<file path="src/hdl/dstx_defines.svh">
// Offsets, field positions, reset values and counts of the DSSS modulator
`ifndef DSTX_DEFINES_SVH
`define DSTX_DEFINES_SVH
`define DSTX_OFS_CTRL 8'h00
`define DSTX_OFS_SHORT_LEN 8'h04
`define DSTX_OFS_LONG_LEN 8'h08
`define DSTX_OFS_SERVICE 8'h0c
`define DSTX_OFS_LENGTH 8'h10
`define DSTX_OFS_SEED 8'h14
`define DSTX_OFS_STATUS 8'h18
`define DSTX_CTRL_RATE_LSB 0
`define DSTX_CTRL_SCR_DIS 2
`define DSTX_CTRL_WIDE 5
`define DSTX_CTRL_ROT_TX 6
`define DSTX_CTRL_ROT_RX 7
`define DSTX_CTRL_SHORT 8
`define DSTX_SEED_SHORT_LSB 8
`define DSTX_RST_SHORT_LEN 8'h38
`define DSTX_RST_LONG_LEN 8'h80
`define DSTX_RST_LONG_SEED 7'h1b
`define DSTX_RST_SHORT_SEED 7'h6c
`define DSTX_SFD_LONG 16'hf3a0
`define DSTX_SFD_SHORT 16'h05cf
`define DSTX_SFD_BITS 9'h010
`define DSTX_HDR_PROT_BITS 9'h020
`define DSTX_HDR_BITS 9'h030
`define DSTX_CRC_POLY 16'h1021
`define DSTX_CRC_PRESET 16'hffff
`define DSTX_BARKER 11'h0ed
`define DSTX_BARKER_LAST 4'ha
`define DSTX_CCK_LAST 4'h7
`define DSTX_SIG_1M 8'h0a
`define DSTX_SIG_2M 8'h14
`define DSTX_SIG_5M5 8'h37
`define DSTX_SIG_11M 8'h6e
`define DSTX_FIR_N0 8'sh0a
`define DSTX_FIR_N1 8'sh1e
`define DSTX_FIR_W0 8'sh02
`define DSTX_FIR_W1 8'sh28
`define DSTX_DATA_WAIT 4
`define DSTX_TAIL_BITS 8
`endif

</file>
<file path="src/hdl/dstx_pkg.sv">
// Types shared by the DSSS modulator
package dstx_pkg;
    typedef enum logic [2:0] {
        ST_IDLE = 3'b000,
        ST_PRE  = 3'b001,
        ST_SFD  = 3'b011,
        ST_HDR  = 3'b010,
        ST_DATA = 3'b110,
        ST_TAIL = 3'b111
    } dstx_state_type;
    typedef enum logic [1:0] {
        MD_DBPSK = 2'b00,
        MD_DQPSK = 2'b01,
        MD_CCK55 = 2'b10,
        MD_CCK11 = 2'b11
    } dstx_mode_type;
endpackage

</file>
<file path="src/hdl/dstx_modulator.sv">
// DSSS transmit modulator: framing, scrambler, coder, spreader, FIR
//
// Behaviour
// - Short preamble sync length in symbols comes from a config value.
// - Long preamble sync length in symbols comes from a config value.
// - Two-bit rate select sets signal field and data modulation.
// - Rate 00 DBPSK 1M, 01 DQPSK 2M, 10 CCK 5.5M, 11 CCK 11M.
// - Service field is sent from a configured byte.
// - Length field is sent from a configured 16-bit value.
// - Long sync is ones then delimiter; short is zeros, reversed delimiter.
// - Header check is inverted CRC-16, preset ones, sent MSB first.
// - Payload bits pass unaltered; dummy bits follow before shutdown.
// - Seven-bit self-synchronising scrambler covers every packet part.
// - Scrambler disable bit set to one bypasses scrambling.
// - Scrambler seed comes from long or short preamble seed value.
// - DBPSK differential coding drives the same value on I and Q, except rate 00 data after a short DQPSK header.
// - DQPSK dibits 00,01,11,10 rotate by 0, +90, +180, -90 degrees.
// - Rotation counterclockwise; one bit reverses transmit rotation, the receive bit is only stored.
// - At 1 and 2 Mbps each symbol is spread by the 11-chip Barker word.
// - Preamble is DBPSK; header and data modulations switch in automatically.
// - CCK symbols are eight complex chips, first chip sent first.
// - CCK chips add phase1 all, phase2 odd, phase3 pairs, phase4 quads.
// - CCK phase1 is DQPSK; odd data symbols get an extra half turn.
// - 5.5 Mbps nibbles: dibit one phase1, dibit two sets phases 2 to 4.
// - 11 Mbps bytes: dibits two to four set phases 2 to 4 binary coded.
// - CCK binary map 00,01,10,11 to 0, pi/2, pi, 3pi/2.
// - Phase1 reference after a rate change is the phase of the last header symbol.
// - FIR shapes I and Q; a control bit selects the wider shape.
//
// Implementation choices: the register addresses and the APB slave port.
`timescale 1ns/1ps
`include "dstx_defines.svh"
module dstx_modulator
#(
    parameter int OUT_W = 8,
    parameter int DATA_WAIT = `DSTX_DATA_WAIT,
    parameter int TAIL_BITS = `DSTX_TAIL_BITS
)
(
    // Clock and reset
    input wire logic SYS_CLK,
    input wire logic RST,
    // APB slave
    input wire logic PSEL,
    input wire logic PENABLE,
    input wire logic PWRITE,
    input wire logic [7:0] PADDR,
    input wire logic [31:0] PWDATA,
    output logic [31:0] PRDATA,
    output logic PREADY,
    output logic PSLVERR,
    // Controller side
    input wire logic TX_ENABLE_LINE,
    input wire logic TX_DATA,
    output logic TX_BIT_REQ,
    output logic TX_ACTIVE,
    // Shaped baseband out
    output logic signed [OUT_W-1:0] TX_I,
    output logic signed [OUT_W-1:0] TX_Q,
    output logic TX_CHIP_VALID
);
    import dstx_pkg::*;

    // Literals cannot be bit-selected, so the code words live here
    localparam logic [10:0] barker_code = `DSTX_BARKER;
    localparam logic [15:0] sfd_long_code = `DSTX_SFD_LONG;
    localparam logic [15:0] sfd_short_code = `DSTX_SFD_SHORT;

    if (OUT_W < 8)
    begin : g_chk_w
        $error("OUT_W below 8 cannot hold the filter sum");
    end
    if (DATA_WAIT < 3 || DATA_WAIT > 7)
    begin : g_chk_wait
        $error("DATA_WAIT must lie in 3..7");
    end
    if (TAIL_BITS < 1 || TAIL_BITS > 255)
    begin : g_chk_tail
        $error("TAIL_BITS must lie in 1..255");
    end

    // Configuration
    logic [1:0] rate_q;
    logic scr_dis_q;
    logic wide_q;
    logic rot_tx_q;
    logic rot_rx_q;
    logic short_q;
    logic [7:0] short_len_q;
    logic [7:0] long_len_q;
    logic [7:0] service_q;
    logic [15:0] length_q;
    logic [6:0] long_seed_q;
    logic [6:0] short_seed_q;
    // Bus
    logic pready_q;
    logic pslverr_q;
    logic [31:0] prdata_q;
    logic [31:0] rd_data;
    logic hit;
    logic apb_acc;
    logic apb_wr;
    // Pin synchronisers
    logic en_m_q;
    logic en_s_q;
    logic en_d_q;
    logic dat_m_q;
    logic dat_s_q;
    // Sequencer
    dstx_state_type state_q;
    dstx_mode_type mode;
    logic [8:0] bidx_q;
    logic [2:0] gcnt_q;
    logic [2:0] nlast;
    logic [7:0] sym_q;
    logic enc_q;
    logic send_q;
    logic [3:0] chip_q;
    logic [3:0] clast;
    logic [2:0] wait_q;
    logic req_q;
    logic start;
    logic gathering;
    logic take;
    logic sym_end;
    logic cck;
    logic raw;
    logic sbit;
    logic [7:0] sig_code;
    logic [31:0] hdr_word;
    // Coder
    logic [6:0] scr_q;
    logic [15:0] crc_q;
    logic [15:0] crc_next;
    logic [1:0] ph_q;
    logic odd_q;
    logic [1:0] delta;
    logic [1:0] dq;
    logic [1:0] p2;
    logic [1:0] p3;
    logic [1:0] p4;
    logic [1:0] chip_ph;
    // Chips and filter
    logic ci_q;
    logic cq_q;
    logic cv_q;
    logic active_q;
    logic signed [1:0] xi0;
    logic signed [1:0] xq0;
    logic signed [1:0] hi_q [0:2];
    logic signed [1:0] hq_q [0:2];
    logic signed [OUT_W-1:0] i_q;
    logic signed [OUT_W-1:0] q_q;

    // APB: one wait state, effects at the completing edge
    assign apb_acc = PSEL & PENABLE;
    assign apb_wr = apb_acc & pready_q & PWRITE & hit;

    always_comb
    begin
        hit = 1'b1;
        rd_data = 32'h0000_0000;
        case (PADDR)
            `DSTX_OFS_CTRL:
                rd_data = {23'h000000, short_q, rot_rx_q, rot_tx_q, wide_q,
                    2'b00, scr_dis_q, rate_q};
            `DSTX_OFS_SHORT_LEN: rd_data = {24'h000000, short_len_q};
            `DSTX_OFS_LONG_LEN: rd_data = {24'h000000, long_len_q};
            `DSTX_OFS_SERVICE: rd_data = {24'h000000, service_q};
            `DSTX_OFS_LENGTH: rd_data = {16'h0000, length_q};
            `DSTX_OFS_SEED:
                rd_data = {17'h00000, short_seed_q, 1'b0, long_seed_q};
            `DSTX_OFS_STATUS:
                rd_data = {25'h0000000, en_s_q, odd_q, ph_q, state_q};
            default: hit = 1'b0;
        endcase
    end

    always_ff @(posedge SYS_CLK or posedge RST)
    begin
        if (RST)
        begin
            pready_q <= 1'b0;
            pslverr_q <= 1'b0;
            prdata_q <= 32'h0000_0000;
        end
        else
        begin
            pready_q <= apb_acc & ~pready_q;
            pslverr_q <= apb_acc & ~pready_q & ~hit;
            if (apb_acc && !pready_q && !PWRITE)
            begin
                prdata_q <= rd_data;
            end
        end
    end

    // Config changes mid-packet take effect at once; software should wait
    always_ff @(posedge SYS_CLK or posedge RST)
    begin
        if (RST)
        begin
            rate_q <= 2'h0;
            scr_dis_q <= 1'b0;
            wide_q <= 1'b0;
            rot_tx_q <= 1'b0;
            rot_rx_q <= 1'b0;
            short_q <= 1'b0;
            short_len_q <= `DSTX_RST_SHORT_LEN;
            long_len_q <= `DSTX_RST_LONG_LEN;
            service_q <= 8'h00;
            length_q <= 16'h0000;
            long_seed_q <= `DSTX_RST_LONG_SEED;
            short_seed_q <= `DSTX_RST_SHORT_SEED;
        end
        else if (apb_wr)
        begin
            case (PADDR)
                `DSTX_OFS_CTRL:
                begin
                    rate_q <= PWDATA[`DSTX_CTRL_RATE_LSB +: 2];
                    scr_dis_q <= PWDATA[`DSTX_CTRL_SCR_DIS];
                    wide_q <= PWDATA[`DSTX_CTRL_WIDE];
                    rot_tx_q <= PWDATA[`DSTX_CTRL_ROT_TX];
                    rot_rx_q <= PWDATA[`DSTX_CTRL_ROT_RX];
                    short_q <= PWDATA[`DSTX_CTRL_SHORT];
                end
                `DSTX_OFS_SHORT_LEN: short_len_q <= PWDATA[7:0];
                `DSTX_OFS_LONG_LEN: long_len_q <= PWDATA[7:0];
                `DSTX_OFS_SERVICE: service_q <= PWDATA[7:0];
                `DSTX_OFS_LENGTH: length_q <= PWDATA[15:0];
                `DSTX_OFS_SEED:
                begin
                    long_seed_q <= PWDATA[6:0];
                    short_seed_q <= PWDATA[`DSTX_SEED_SHORT_LSB +: 7];
                end
                default: ;
            endcase
        end
    end

    // Pin inputs through two flops
    always_ff @(posedge SYS_CLK or posedge RST)
    begin
        if (RST)
        begin
            en_m_q <= 1'b0;
            en_s_q <= 1'b0;
            en_d_q <= 1'b0;
            dat_m_q <= 1'b0;
            dat_s_q <= 1'b0;
        end
        else
        begin
            en_m_q <= TX_ENABLE_LINE;
            en_s_q <= en_m_q;
            en_d_q <= en_s_q;
            dat_m_q <= TX_DATA;
            dat_s_q <= dat_m_q;
        end
    end

    // Modulation per packet part
    always_comb
    begin
        case (state_q)
            ST_HDR: mode = short_q ? MD_DQPSK : MD_DBPSK;
            ST_DATA, ST_TAIL: mode = dstx_mode_type'(rate_q);
            default: mode = MD_DBPSK;
        endcase
        case (mode)
            MD_DBPSK: nlast = 3'd0;
            MD_DQPSK: nlast = 3'd1;
            MD_CCK55: nlast = 3'd3;
            default: nlast = 3'd7;
        endcase
        case (rate_q)
            2'b00: sig_code = `DSTX_SIG_1M;
            2'b01: sig_code = `DSTX_SIG_2M;
            2'b10: sig_code = `DSTX_SIG_5M5;
            default: sig_code = `DSTX_SIG_11M;
        endcase
    end
    assign cck = mode[1];
    assign clast = cck ? `DSTX_CCK_LAST : `DSTX_BARKER_LAST;
    assign hdr_word = {length_q, service_q, sig_code};
    assign start = (state_q == ST_IDLE) & en_s_q & ~en_d_q;
    assign gathering = (state_q != ST_IDLE) & ~enc_q & ~send_q;
    assign take = gathering & ((state_q != ST_DATA) | (wait_q == 3'd1));
    assign sym_end = send_q & (chip_q == clast);

    // Bit source, fields LSB first, header check MSB first
    always_comb
    begin
        case (state_q)
            ST_PRE: raw = ~short_q;
            ST_SFD: raw = short_q ? sfd_short_code[bidx_q[3:0]]
                : sfd_long_code[bidx_q[3:0]];
            ST_HDR: raw = (bidx_q < `DSTX_HDR_PROT_BITS)
                ? hdr_word[bidx_q[4:0]]
                : ~crc_q[4'hf - bidx_q[3:0]];
            ST_DATA: raw = dat_s_q;
            default: raw = 1'b0;
        endcase
    end

    // Scrambler output bit and header check update
    assign sbit = scr_dis_q ? raw : (raw ^ scr_q[3] ^ scr_q[6]);
    assign crc_next = {crc_q[14:0], 1'b0}
        ^ ((crc_q[15] ^ raw) ? `DSTX_CRC_POLY : 16'h0000);

    always_ff @(posedge SYS_CLK or posedge RST)
    begin
        if (RST)
        begin
            scr_q <= 7'h00;
            crc_q <= `DSTX_CRC_PRESET;
        end
        else if (start)
        begin
            scr_q <= short_q ? short_seed_q : long_seed_q;
            crc_q <= `DSTX_CRC_PRESET;
        end
        else if (take)
        begin
            scr_q <= {scr_q[5:0], sbit};
            if (state_q == ST_HDR && bidx_q < `DSTX_HDR_PROT_BITS)
            begin
                crc_q <= crc_next;
            end
        end
    end

    // Data bit request: pulse, then sample after the synchroniser delay
    always_ff @(posedge SYS_CLK or posedge RST)
    begin
        if (RST)
        begin
            req_q <= 1'b0;
            wait_q <= 3'h0;
        end
        else if (gathering && state_q == ST_DATA)
        begin
            req_q <= (wait_q == 3'h0);
            wait_q <= (wait_q == 3'h0) ? 3'(DATA_WAIT) : wait_q - 3'h1;
        end
        else
        begin
            req_q <= 1'b0;
            wait_q <= 3'h0;
        end
    end

    // Sequencer: gather symbol bits, encode, send chips, switch parts
    always_ff @(posedge SYS_CLK or posedge RST)
    begin
        if (RST)
        begin
            state_q <= ST_IDLE;
            bidx_q <= 9'h000;
            gcnt_q <= 3'h0;
            sym_q <= 8'h00;
            enc_q <= 1'b0;
            send_q <= 1'b0;
            chip_q <= 4'h0;
        end
        else if (start)
        begin
            state_q <= ST_PRE;
            bidx_q <= 9'h000;
            gcnt_q <= 3'h0;
        end
        else if (take)
        begin
            sym_q[gcnt_q] <= sbit;
            bidx_q <= bidx_q + 9'h001;
            gcnt_q <= (gcnt_q == nlast) ? 3'h0 : gcnt_q + 3'h1;
            enc_q <= (gcnt_q == nlast);
        end
        else if (enc_q)
        begin
            enc_q <= 1'b0;
            send_q <= 1'b1;
            chip_q <= 4'h0;
        end
        else if (send_q)
        begin
            chip_q <= chip_q + 4'h1;
            if (sym_end)
            begin
                send_q <= 1'b0;
                case (state_q)
                    ST_PRE:
                        if (bidx_q >= {1'b0, short_q ? short_len_q
                            : long_len_q})
                        begin
                            state_q <= ST_SFD;
                            bidx_q <= 9'h000;
                        end
                    ST_SFD:
                        if (bidx_q == `DSTX_SFD_BITS)
                        begin
                            state_q <= ST_HDR;
                            bidx_q <= 9'h000;
                        end
                    ST_HDR:
                        if (bidx_q == `DSTX_HDR_BITS)
                        begin
                            state_q <= en_s_q ? ST_DATA : ST_TAIL;
                            bidx_q <= 9'h000;
                        end
                    ST_DATA:
                        if (!en_s_q)
                        begin
                            state_q <= ST_TAIL;
                            bidx_q <= 9'h000;
                        end
                    ST_TAIL:
                        if (bidx_q >= 9'(TAIL_BITS))
                        begin
                            state_q <= ST_IDLE;
                        end
                    default: state_q <= ST_IDLE;
                endcase
            end
        end
    end

    // Differential phase step of the symbol just gathered
    assign dq = {sym_q[0], sym_q[0] ^ sym_q[1]};
    always_comb
    begin
        case (mode)
            MD_DBPSK: delta = {sym_q[0], 1'b0};
            MD_DQPSK: delta = dq;
            default: delta = dq + {odd_q, 1'b0};
        endcase
        if (rot_tx_q)
        begin
            delta = 2'b00 - delta;
        end
    end

    // One phase register serves every mode, so CCK picks up its reference
    always_ff @(posedge SYS_CLK or posedge RST)
    begin
        if (RST)
        begin
            ph_q <= 2'h0;
            odd_q <= 1'b0;
        end
        else if (start)
        begin
            // Phase from an earlier packet would split the DBPSK rails
            ph_q <= 2'h0;
        end
        else if (sym_end && state_q == ST_HDR)
        begin
            odd_q <= 1'b0;
        end
        else if (enc_q)
        begin
            ph_q <= ph_q + delta;
            if (cck)
            begin
                odd_q <= ~odd_q;
            end
        end
    end

    // CCK phases 2 to 4
    always_comb
    begin
        if (mode == MD_CCK55)
        begin
            p2 = {sym_q[2], 1'b1};
            p3 = 2'h0;
            p4 = {sym_q[3], 1'b0};
        end
        else
        begin
            p2 = {sym_q[2], sym_q[3]};
            p3 = {sym_q[4], sym_q[5]};
            p4 = {sym_q[6], sym_q[7]};
        end
        if (cck)
        begin
            chip_ph = ph_q + (chip_q[0] ? 2'h0 : p2)
                + (chip_q[1] ? 2'h0 : p3)
                + (chip_q[2] ? 2'h0 : p4)
                + ((chip_q == 4'h3 || chip_q == 4'h6) ? 2'h2 : 2'h0);
        end
        else
        begin
            chip_ph = ph_q + (barker_code[chip_q] ? 2'h0 : 2'h2);
        end
    end

    // Chip signs, first chip of each symbol first
    always_ff @(posedge SYS_CLK or posedge RST)
    begin
        if (RST)
        begin
            ci_q <= 1'b0;
            cq_q <= 1'b0;
            cv_q <= 1'b0;
            active_q <= 1'b0;
        end
        else
        begin
            ci_q <= ~(chip_ph[1] ^ chip_ph[0]);
            cq_q <= ~chip_ph[1];
            cv_q <= send_q;
            active_q <= (state_q != ST_IDLE);
        end
    end

    // Four-tap symmetric FIR per rail
    function automatic logic signed [OUT_W-1:0] fir_sum(
        input logic signed [1:0] x0,
        input logic signed [1:0] x1,
        input logic signed [1:0] x2,
        input logic signed [1:0] x3,
        input logic wide);
        logic signed [OUT_W-1:0] c0;
        logic signed [OUT_W-1:0] c1;
        c0 = wide ? OUT_W'(`DSTX_FIR_W0) : OUT_W'(`DSTX_FIR_N0);
        c1 = wide ? OUT_W'(`DSTX_FIR_W1) : OUT_W'(`DSTX_FIR_N1);
        fir_sum = c0 * x0 + c1 * x1 + c1 * x2 + c0 * x3;
    endfunction

    assign xi0 = cv_q ? (ci_q ? 2'sh1 : -2'sh1) : 2'sh0;
    assign xq0 = cv_q ? (cq_q ? 2'sh1 : -2'sh1) : 2'sh0;

    // Wide shape costs output power through its larger peak
    always_ff @(posedge SYS_CLK or posedge RST)
    begin
        if (RST)
        begin
            for (int k = 0; k < 3; k++)
            begin
                hi_q[k] <= 2'sh0;
                hq_q[k] <= 2'sh0;
            end
            i_q <= '0;
            q_q <= '0;
        end
        else
        begin
            hi_q[0] <= xi0;
            hq_q[0] <= xq0;
            for (int k = 1; k < 3; k++)
            begin
                hi_q[k] <= hi_q[k-1];
                hq_q[k] <= hq_q[k-1];
            end
            i_q <= fir_sum(xi0, hi_q[0], hi_q[1], hi_q[2], wide_q);
            q_q <= fir_sum(xq0, hq_q[0], hq_q[1], hq_q[2], wide_q);
        end
    end

    assign PRDATA = prdata_q;
    assign PREADY = pready_q;
    assign PSLVERR = pslverr_q;
    assign TX_BIT_REQ = req_q;
    assign TX_ACTIVE = active_q;
    assign TX_I = i_q;
    assign TX_Q = q_q;
    assign TX_CHIP_VALID = cv_q;

    // Chip run length, counted so the long Barker run is not unrolled
    logic [3:0] run_q;
    logic run_cck_q;
    always_ff @(posedge SYS_CLK or posedge RST)
    begin
        if (RST)
        begin
            run_q <= 4'h0;
            run_cck_q <= 1'b0;
        end
        else
        begin
            run_q <= send_q ? run_q + 4'h1 : 4'h0;
            if (!send_q)
            begin
                run_cck_q <= cck;
            end
        end
    end
endmodule

</file>
<file path="config.mk">
export PLATFORM = sky130hd
export DESIGN_NAME = dstx_modulator
export DESIGN_NICKNAME = d
export VERILOG_FILES = /design/src/hdl/dstx_pkg.sv /design/src/hdl/dstx_modulator.sv
export VERILOG_INCLUDE_DIRS = /design/src /design/src/hdl
export SDC_FILE = /design/constraint.sdc
export NUM_CORES = 1
export LEC_CHECK = 0
export BUFFER_PORTS_ARGS = -buffer_cell sky130_fd_sc_hd__clkbuf_2
export CAP_MARGIN = 15
export CORE_ASPECT_RATIO = 1.75
export CORE_MARGIN = 3
export CORE_UTILIZATION = 55
export CTS_CLUSTER_SIZE = 8
export DETAILED_ROUTE_END_ITERATION = 7
export PLACE_DENSITY = 0.78
export SYNTH_ARGS = -nofsm -noshare
export SYNTH_HDL_FRONTEND = slang
export SYNTH_SLANG_ARGS = --single-unit
</file>
<file path="constraint.sdc">
create_clock -name SYS_CLK -period 5.65 [get_ports SYS_CLK]
set_input_delay 1.13 -clock SYS_CLK [delete_from_list [all_inputs] [get_ports SYS_CLK]]
set_output_delay 1.13 -clock SYS_CLK [all_outputs]
set_load 0.01 [all_outputs]
</file>
==> Word-level counts from Yosys, hierarchy flattened <==
Memories as Yosys holds them, arrays and structs flattened.
Cells that the tools add are included.
{ "op_classes": {"n_reduce_logical": 42, "mux": 86, "bitwise_logic": 31, "add_sub_neg": 19, "order_cmp": 9, "n_eq_ne": 36, "multipliers": 8} }
{ "op_table": {"columns": ["operator", "count"], "rows": [
  ["$pmux W16 S7", 1],
  ["$mux W9", 9],
  ["$mux W16", 3],
  ["$mux W3", 15],
  ["$pmux W9 S4", 1],
  ["$add A8 B8 Y8", 4],
  ["$mul A7 B2 Y8", 4],
  ["$mux W2", 16],
  ["$mul A5 B2 Y7", 4],
  ["$eq A8 B5 Y1 const B", 3],
  ["$mux W1", 21],
  ["$mux W7", 3],
  ["$pmux W7 S3", 1],
  ["$reduce_and A2 Y1", 10],
  ["$ne A3 B3 Y1 const B", 6],
  ["$eq A8 B4 Y1 const B", 2],
  ["$mux W4", 4],
  ["$ne A4 B4 Y1 const B", 4],
  ["$reduce_bool A2 Y1", 8],
  ["$xor A16 B13 Y16", 1],
  ["$lt A4 B5 Y1 const B", 3],
  ["$pmux W3 S5", 1],
  ["$add A2 B2 Y2", 7],
  ["$mux W13", 1],
  ["other kinds (55)", 99]
]} }
{ "totals": {"input_bits": 47, "wordCells": 279, "out_inout_bits": 53, "mem_bits_ro": 48, "n_memories": 3, "reg_bits": 191} }
{ "mem_list": {"columns": ["memory", "depth", "width", "read_ports", "rd_clocked_by_memory_dff", "write_ports", "line", "source"], "rows": [
  ["(no name shown)", 16, 1, 1, 0, 0, "dstx_modulator.sv:495", "chip_ph = ph_q + (barker_code[chip_q] ? 2'h0 : 2'h2);"],
  ["(no name shown)", 16, 1, 1, 0, 0, "dstx_modulator.sv:298", ": sfd_long_code[bidx_q[3:0]];"],
  ["(no name shown)", 16, 1, 1, 0, 0, "dstx_modulator.sv:297", "ST_SFD: raw = short_q ? sfd_short_code[bidx_q[3:0]]"]
]} }

==> Longest topological paths before layout <==
{ "logic_depth": {"depth_word": 13, "mapped_depth": 18, "ltp_nobuf": 17} }

==> Worst setup path before layout <==
Ideal clock, no wire load.
{ "synth_path": {"kind": "register to register", "startpoint": "register wide_q", "endpoint": "register q_q[7], in the netlist TX_Q[7]", "required_ns": 5.526, "setup_time_ns": 0.124, "arrival_ns": 4.005, "n_path_buf": 2, "stages_incl_launch_ff": 16, "synth_period_minus_slack_ns": 4.129, "path_slack_ns": 1.521, "path_cell_list": "dfrtp_1 -> clkbuf_1 -> clkbuf_1 -> nor2_1 -> fa_1 -> fa_1 -> inv_1 -> fa_1 -> fa_1 -> inv_1 -> ha_1 -> a21o_1 -> a21oi_1 -> o21bai_1 -> a21oi_1 -> xnor2_1"} }
{ "synth_between": {"elab_chain_cells": 5, "word_cells_on_any_way": 9, "classes_between": "add/sub (3); mul (4); mux (2)"} }
{ "synth_rtl": {"columns": ["item", "line", "source"], "rows": [
  ["start: declaration", "dstx_modulator.sv:85", "logic wide_q;"],
  ["start signal: assignment", "dstx_modulator.sv:223", "wide_q <= PWDATA[`DSTX_CTRL_WIDE];"],
  ["$mux W6 or $mux W4 (tied branches)", "dstx_modulator.sv:528, dstx_modulator.sv:527", null],
  ["$mul A7 B2 Y8 or $mul A5 B2 Y7 (tied branches)", "dstx_modulator.sv:529", "fir_sum = c0 * x0 + c1 * x1 + c1 * x2 + c0 * x3;"],
  ["$add A7 B8 Y8", "dstx_modulator.sv:529", null],
  ["$add A8 B8 Y8", "dstx_modulator.sv:529", null],
  ["$add A8 B7 Y8 *", "dstx_modulator.sv:529", null],
  ["end signal: assignment", "dstx_modulator.sv:558", "q_q <= fir_sum(xq0, hq_q[0], hq_q[1], hq_q[2], wide_q);"],
  ["end: declaration", "dstx_modulator.sv:153", "logic signed [OUT_W-1:0] q_q;"]
]} }
Mark *: on every way between the ends. The rest lies on a longest branch, timed or not.
A chain may end at the register's enable or synchronous reset.

==> Final worst setup path <==
Same ends and word-level chain as after synthesis.

==> impl_results.md <==
* Min-Delay Startpoint: en_m_q
* Vias in the first global route at roughly 8,000
* Inst Count DP at around 1,300
* Startpoint type of the worst setup path: flop
* Flop-to-flop setup slack at 1.18 ns
* Cell types with the highest counts after synthesis: dfrtp_1 (142), inv_1 (85), nand2_1 (81)
* Number of distinct library cell variants in the gate-level netlist after synthesis at between 70 and 80
* Synth warn at 0
* Pwr per Cell Area at 738 nW/µm²
* RSZ-0062 raised after global routing: no
* HPWL after detailed placement at 18.4 mm
* Clock network latency to the later pin of the worst-skew pair at approximately 0.44 ns
* Endpoint required time on the critical path at 6.02 ns
* Largest net degree at the start of global routing at 124
* Dominant combinational cell family by area after synthesis: adder cells
* Total of endpoints with negative setup slack in the final report at 0
* Width of the die at between 100 and 150 µm
* Ratio of cells with drive above 1 in the final layout at 22.0%
* Number of enable-type register cells in the synthesized netlist at 0
* Number of pins with negative max-slew slack in the final report at 0
* Ratio of final minimum period to clock period at 79.1%
* Pleak at 0.00549 µW
* Drt pass-1 iters at 5
* Min Tclk post-route at about 4.5 ns
* Diodes inserted at 0
* Overflow left after global routing at 0
* Slew at the pin closest to its max-slew limit at 1.10 ns
* Hold Crit Endpoint: en_s_q
* Worst EP arrival at ~4.8 ns
* Share of async-settable or async-resettable flops after synthesis at 100%
* Total vias in the final route at 7,796
* Maximum clock insertion buffer count at 2
* Clock root buffer: clkbuf_16
* Vias per cell at 5.94
* Worst setup skew after layout at roughly 0.0085 ns
* Sequential share of the synthesized area at 40.4%
* Layout net count at 1,206
* Path type of the worst setup path: reg2reg
* Core area at 18,700 µm²
* Hold-fix buffers, CTS at 0
* Clock-pin slew reported for the worst setup and hold paths after clock tree synthesis at approximately 0.070 ns
* Wire length after detailed routing at 25.2 mm
* Filler instances at between 1,000 and 1,500
* Cells on worst reg2reg path at 14
* Post-synthesis instance total at between 1,000 and 1,500
* Number of buffers created by CTS at 17
* Run status: finished, final reports clean
* Number of buffer cells added on primary ports at 65
* Hold Violations, Final at 0
* Fin util at 62.8%
* Die Footprint at 21,100 µm²
* Post-synth top area cell: dfrtp_1
* Max Cap Viol at 0
* Area Overhead vs Synth at 10.8%
* Register bit total from synthesis at 170
* Setup crit end kind: flop
* Starting DRT DRC Count at 567
* Worst hold path depth at 0
* Post-Synth Adder-Cell Area at 14.1%
* Detail Route Antenna Nets at 0
* Area share of and/or/nand/nor cells after synthesis at between 10% and 20%
* Worst max-slew margin expressed relative to the limit at a little over a quarter
* Top-count cell post-synth: dfrtp_1
* Vert. Die Dim at 190 µm
* End of the worst register-to-register path: TX_Q[7]
* Setup tns final at 0 ns
* Worst reg2reg path startpoint: wide_q
* CTS Sinks at 170
* Worst hold margin at between 0.3 and 0.4 ns
* Number of rows created at floorplan at 66
* Worst slack after detailed placement at 1.19 ns
* Complex-gate fraction of the synthesized area at 10.6%
* Post-detailed-route wirelength per cell at 19.2 µm
* DRC violation count after routing at 0
* First-pass GRT wire length at 41.2 mm
* Top-Level Pins at 100
* Top cell type's share of synthesized area at between 30% and 40%
* Xor and xnor fraction of the mapped netlist area at 4.44%
* Final Instance Count excl. Fillers at between 1,000 and 1,500
* Area of the mapped netlist at around 11,000 µm²
* H-tree lvl count at 4
* Last weighted congestion value of the routability-driven placer at 0.934
* Max rail drop VDD at 1380 µV
* Hold Crit Class: reg2reg
* TritonCTS clock tree: done
* Post-CTS setup buffer count at 0
* Total GRT Usage at between 20% and 30%
* Top_reg_cell synth: dfrtp_1
* Mean area per synthesized cell at 10.5 µm²
* Post-route setup slack at 1.18 ns
* Effective utilization at floorplan at 56.7%
* Multiplexer share of the synthesized area at roughly 12%
* Maximum fanout encountered on the critical timing path at 22
* Main area contributors after synthesis: dfrtp_1 (33%), mux2_2 (7.7%), ha_1 (7.3%), dfstp_2 (6.9%), fa_1 (6.8%)
* Number of antenna violations at the first check in global routing at 0
* Cells resized by post-CTS repair at 0
* Fmax at 224 MHz
[final cells by class]
type	count	area [µm²]	share of cell area (%)
clock buffer	19	443	3.76
clock inverter	13	218	1.85
inverter	87	330	2.81
multi-input combinational	709	5750	48.9
sequential	170	4290	36.5
tap	238	298	2.53
timing repair buffer	76	437	3.71
[layout by cell type (no fill, tap or decap), types with 5 or more instances in the layout]
| cell type | instances |
|---|---|
| fa_1 | 36 |
| o22ai_1 | 9 |
| a22oi_1 | 13 |
| clkbuf_16 | 17 |
| nor2_1 | 70 |
| or3_1 | 6 |
| nand4_1 | 6 |
| nor3_1 | 16 |
| mux2_2 | 73 |
| nand2b_1 | 5 |
| and3_1 | 6 |
| mux2i_1 | 34 |
| a22o_1 | 8 |
| a221o_1 | 7 |
| bufinv_16 | 5 |
| a21oi_1 | 41 |
| and2_1 | 11 |
| a21o_1 | 6 |
| buf_4 | 8 |
| inv_1 | 84 |
| clkbuf_2 | 65 |
| ha_1 | 62 |
| nand3_1 | 11 |
| a221oi_1 | 6 |
| xor2_1 | 9 |
| dfrtp_1 | 142 |
| o21ai_0 | 30 |
| a31oi_1 | 11 |
| nor3b_1 | 5 |
| conb_1 | 19 |
| nand2_1 | 81 |
| xnor2_1 | 43 |
| nor2b_1 | 14 |
| dfstp_2 | 28 |
[through the flow]
step / power, µW / cell area [µm²]
3_5_place_dp: 7460 / 11100
3_3_place_gp: 7130 / 11100
2_1_floorplan: 6280 / 10700
6_report: 8680 / 11800
4_1_cts: 8800 / 11700
5_1_grt: 9660 / 11800
[critical path: stages, from the launching register on]
cell and delay, ns:
dfrtp_1 0.83, nand2_1 0.22, xnor2_1 0.23, ha_1 0.28, fa_1 0.54, inv_1 0.06, fa_1 0.50, fa_1 0.54
inv_1 0.04, ha_1 0.33, a21o_1 0.19, a21oi_1 0.24, o21bai_1 0.09, a21oi_1 0.17, xnor2_1 0.13
[sequential cells by signal, indices dropped and copies added (netlist names), 2 cells and up]
name / cells
crc_q: 16
sym_q: 8
length_q: 16
service_q: 8
hi_q: 3
chip_q: 4
short_seed_q: 7
short_len_q: 8
long_len_q: 8
PRDATA: 16
wait_q: 3
ph_q: 2
scr_q: 7
gcnt_q: 3
TX_I: 7
long_seed_q: 7
rate_q: 2
TX_Q: 7
bidx_q: 9
hq_q: 6
state_q: 3
[worst max-delay path by stage]
stage / start / end / slack, ns / depth (start not counted)
after floorplan: wide_q / TX_Q[7] / 1.52 / 15
final: wide_q / TX_Q[7] / 1.18 / 14
after global routing: wide_q / TX_Q[7] / 0.92 / 14
after global placement: wide_q / TX_Q[7] / 1.30 / 14
after CTS: wide_q / TX_Q[7] / 1.18 / 14
after detailed placement: wide_q / TX_Q[7] / 1.19 / 14
[layer usage]
metal / vias to the layer above / GRT usage [%] / part of all wire, %
met5: - / 0 / 0
met2: 287 / 45.2 / 53
met4: 0 / 18.6 / 8.0
met1: 3833 / 25.0 / 34
met3: 116 / 4.30 / 4.6
li1: 3560 / - / -
[cell families after synthesis]
family	count (synthesis)
other	1
adders and majority gates	98
muxes	113
and+or+nand+nor	260
xor gates and xnor gates	53
DFF	170
AOI/OAI and AO/OA	166
buffers and inverters	151
[report_power, final]
part / internal (µW) / switching [µW]
sequential: 1600 / 285
clock: 802 / 513
combinational: 2590 / 2890
Note: power is estimated with default switching activity, not from simulation.
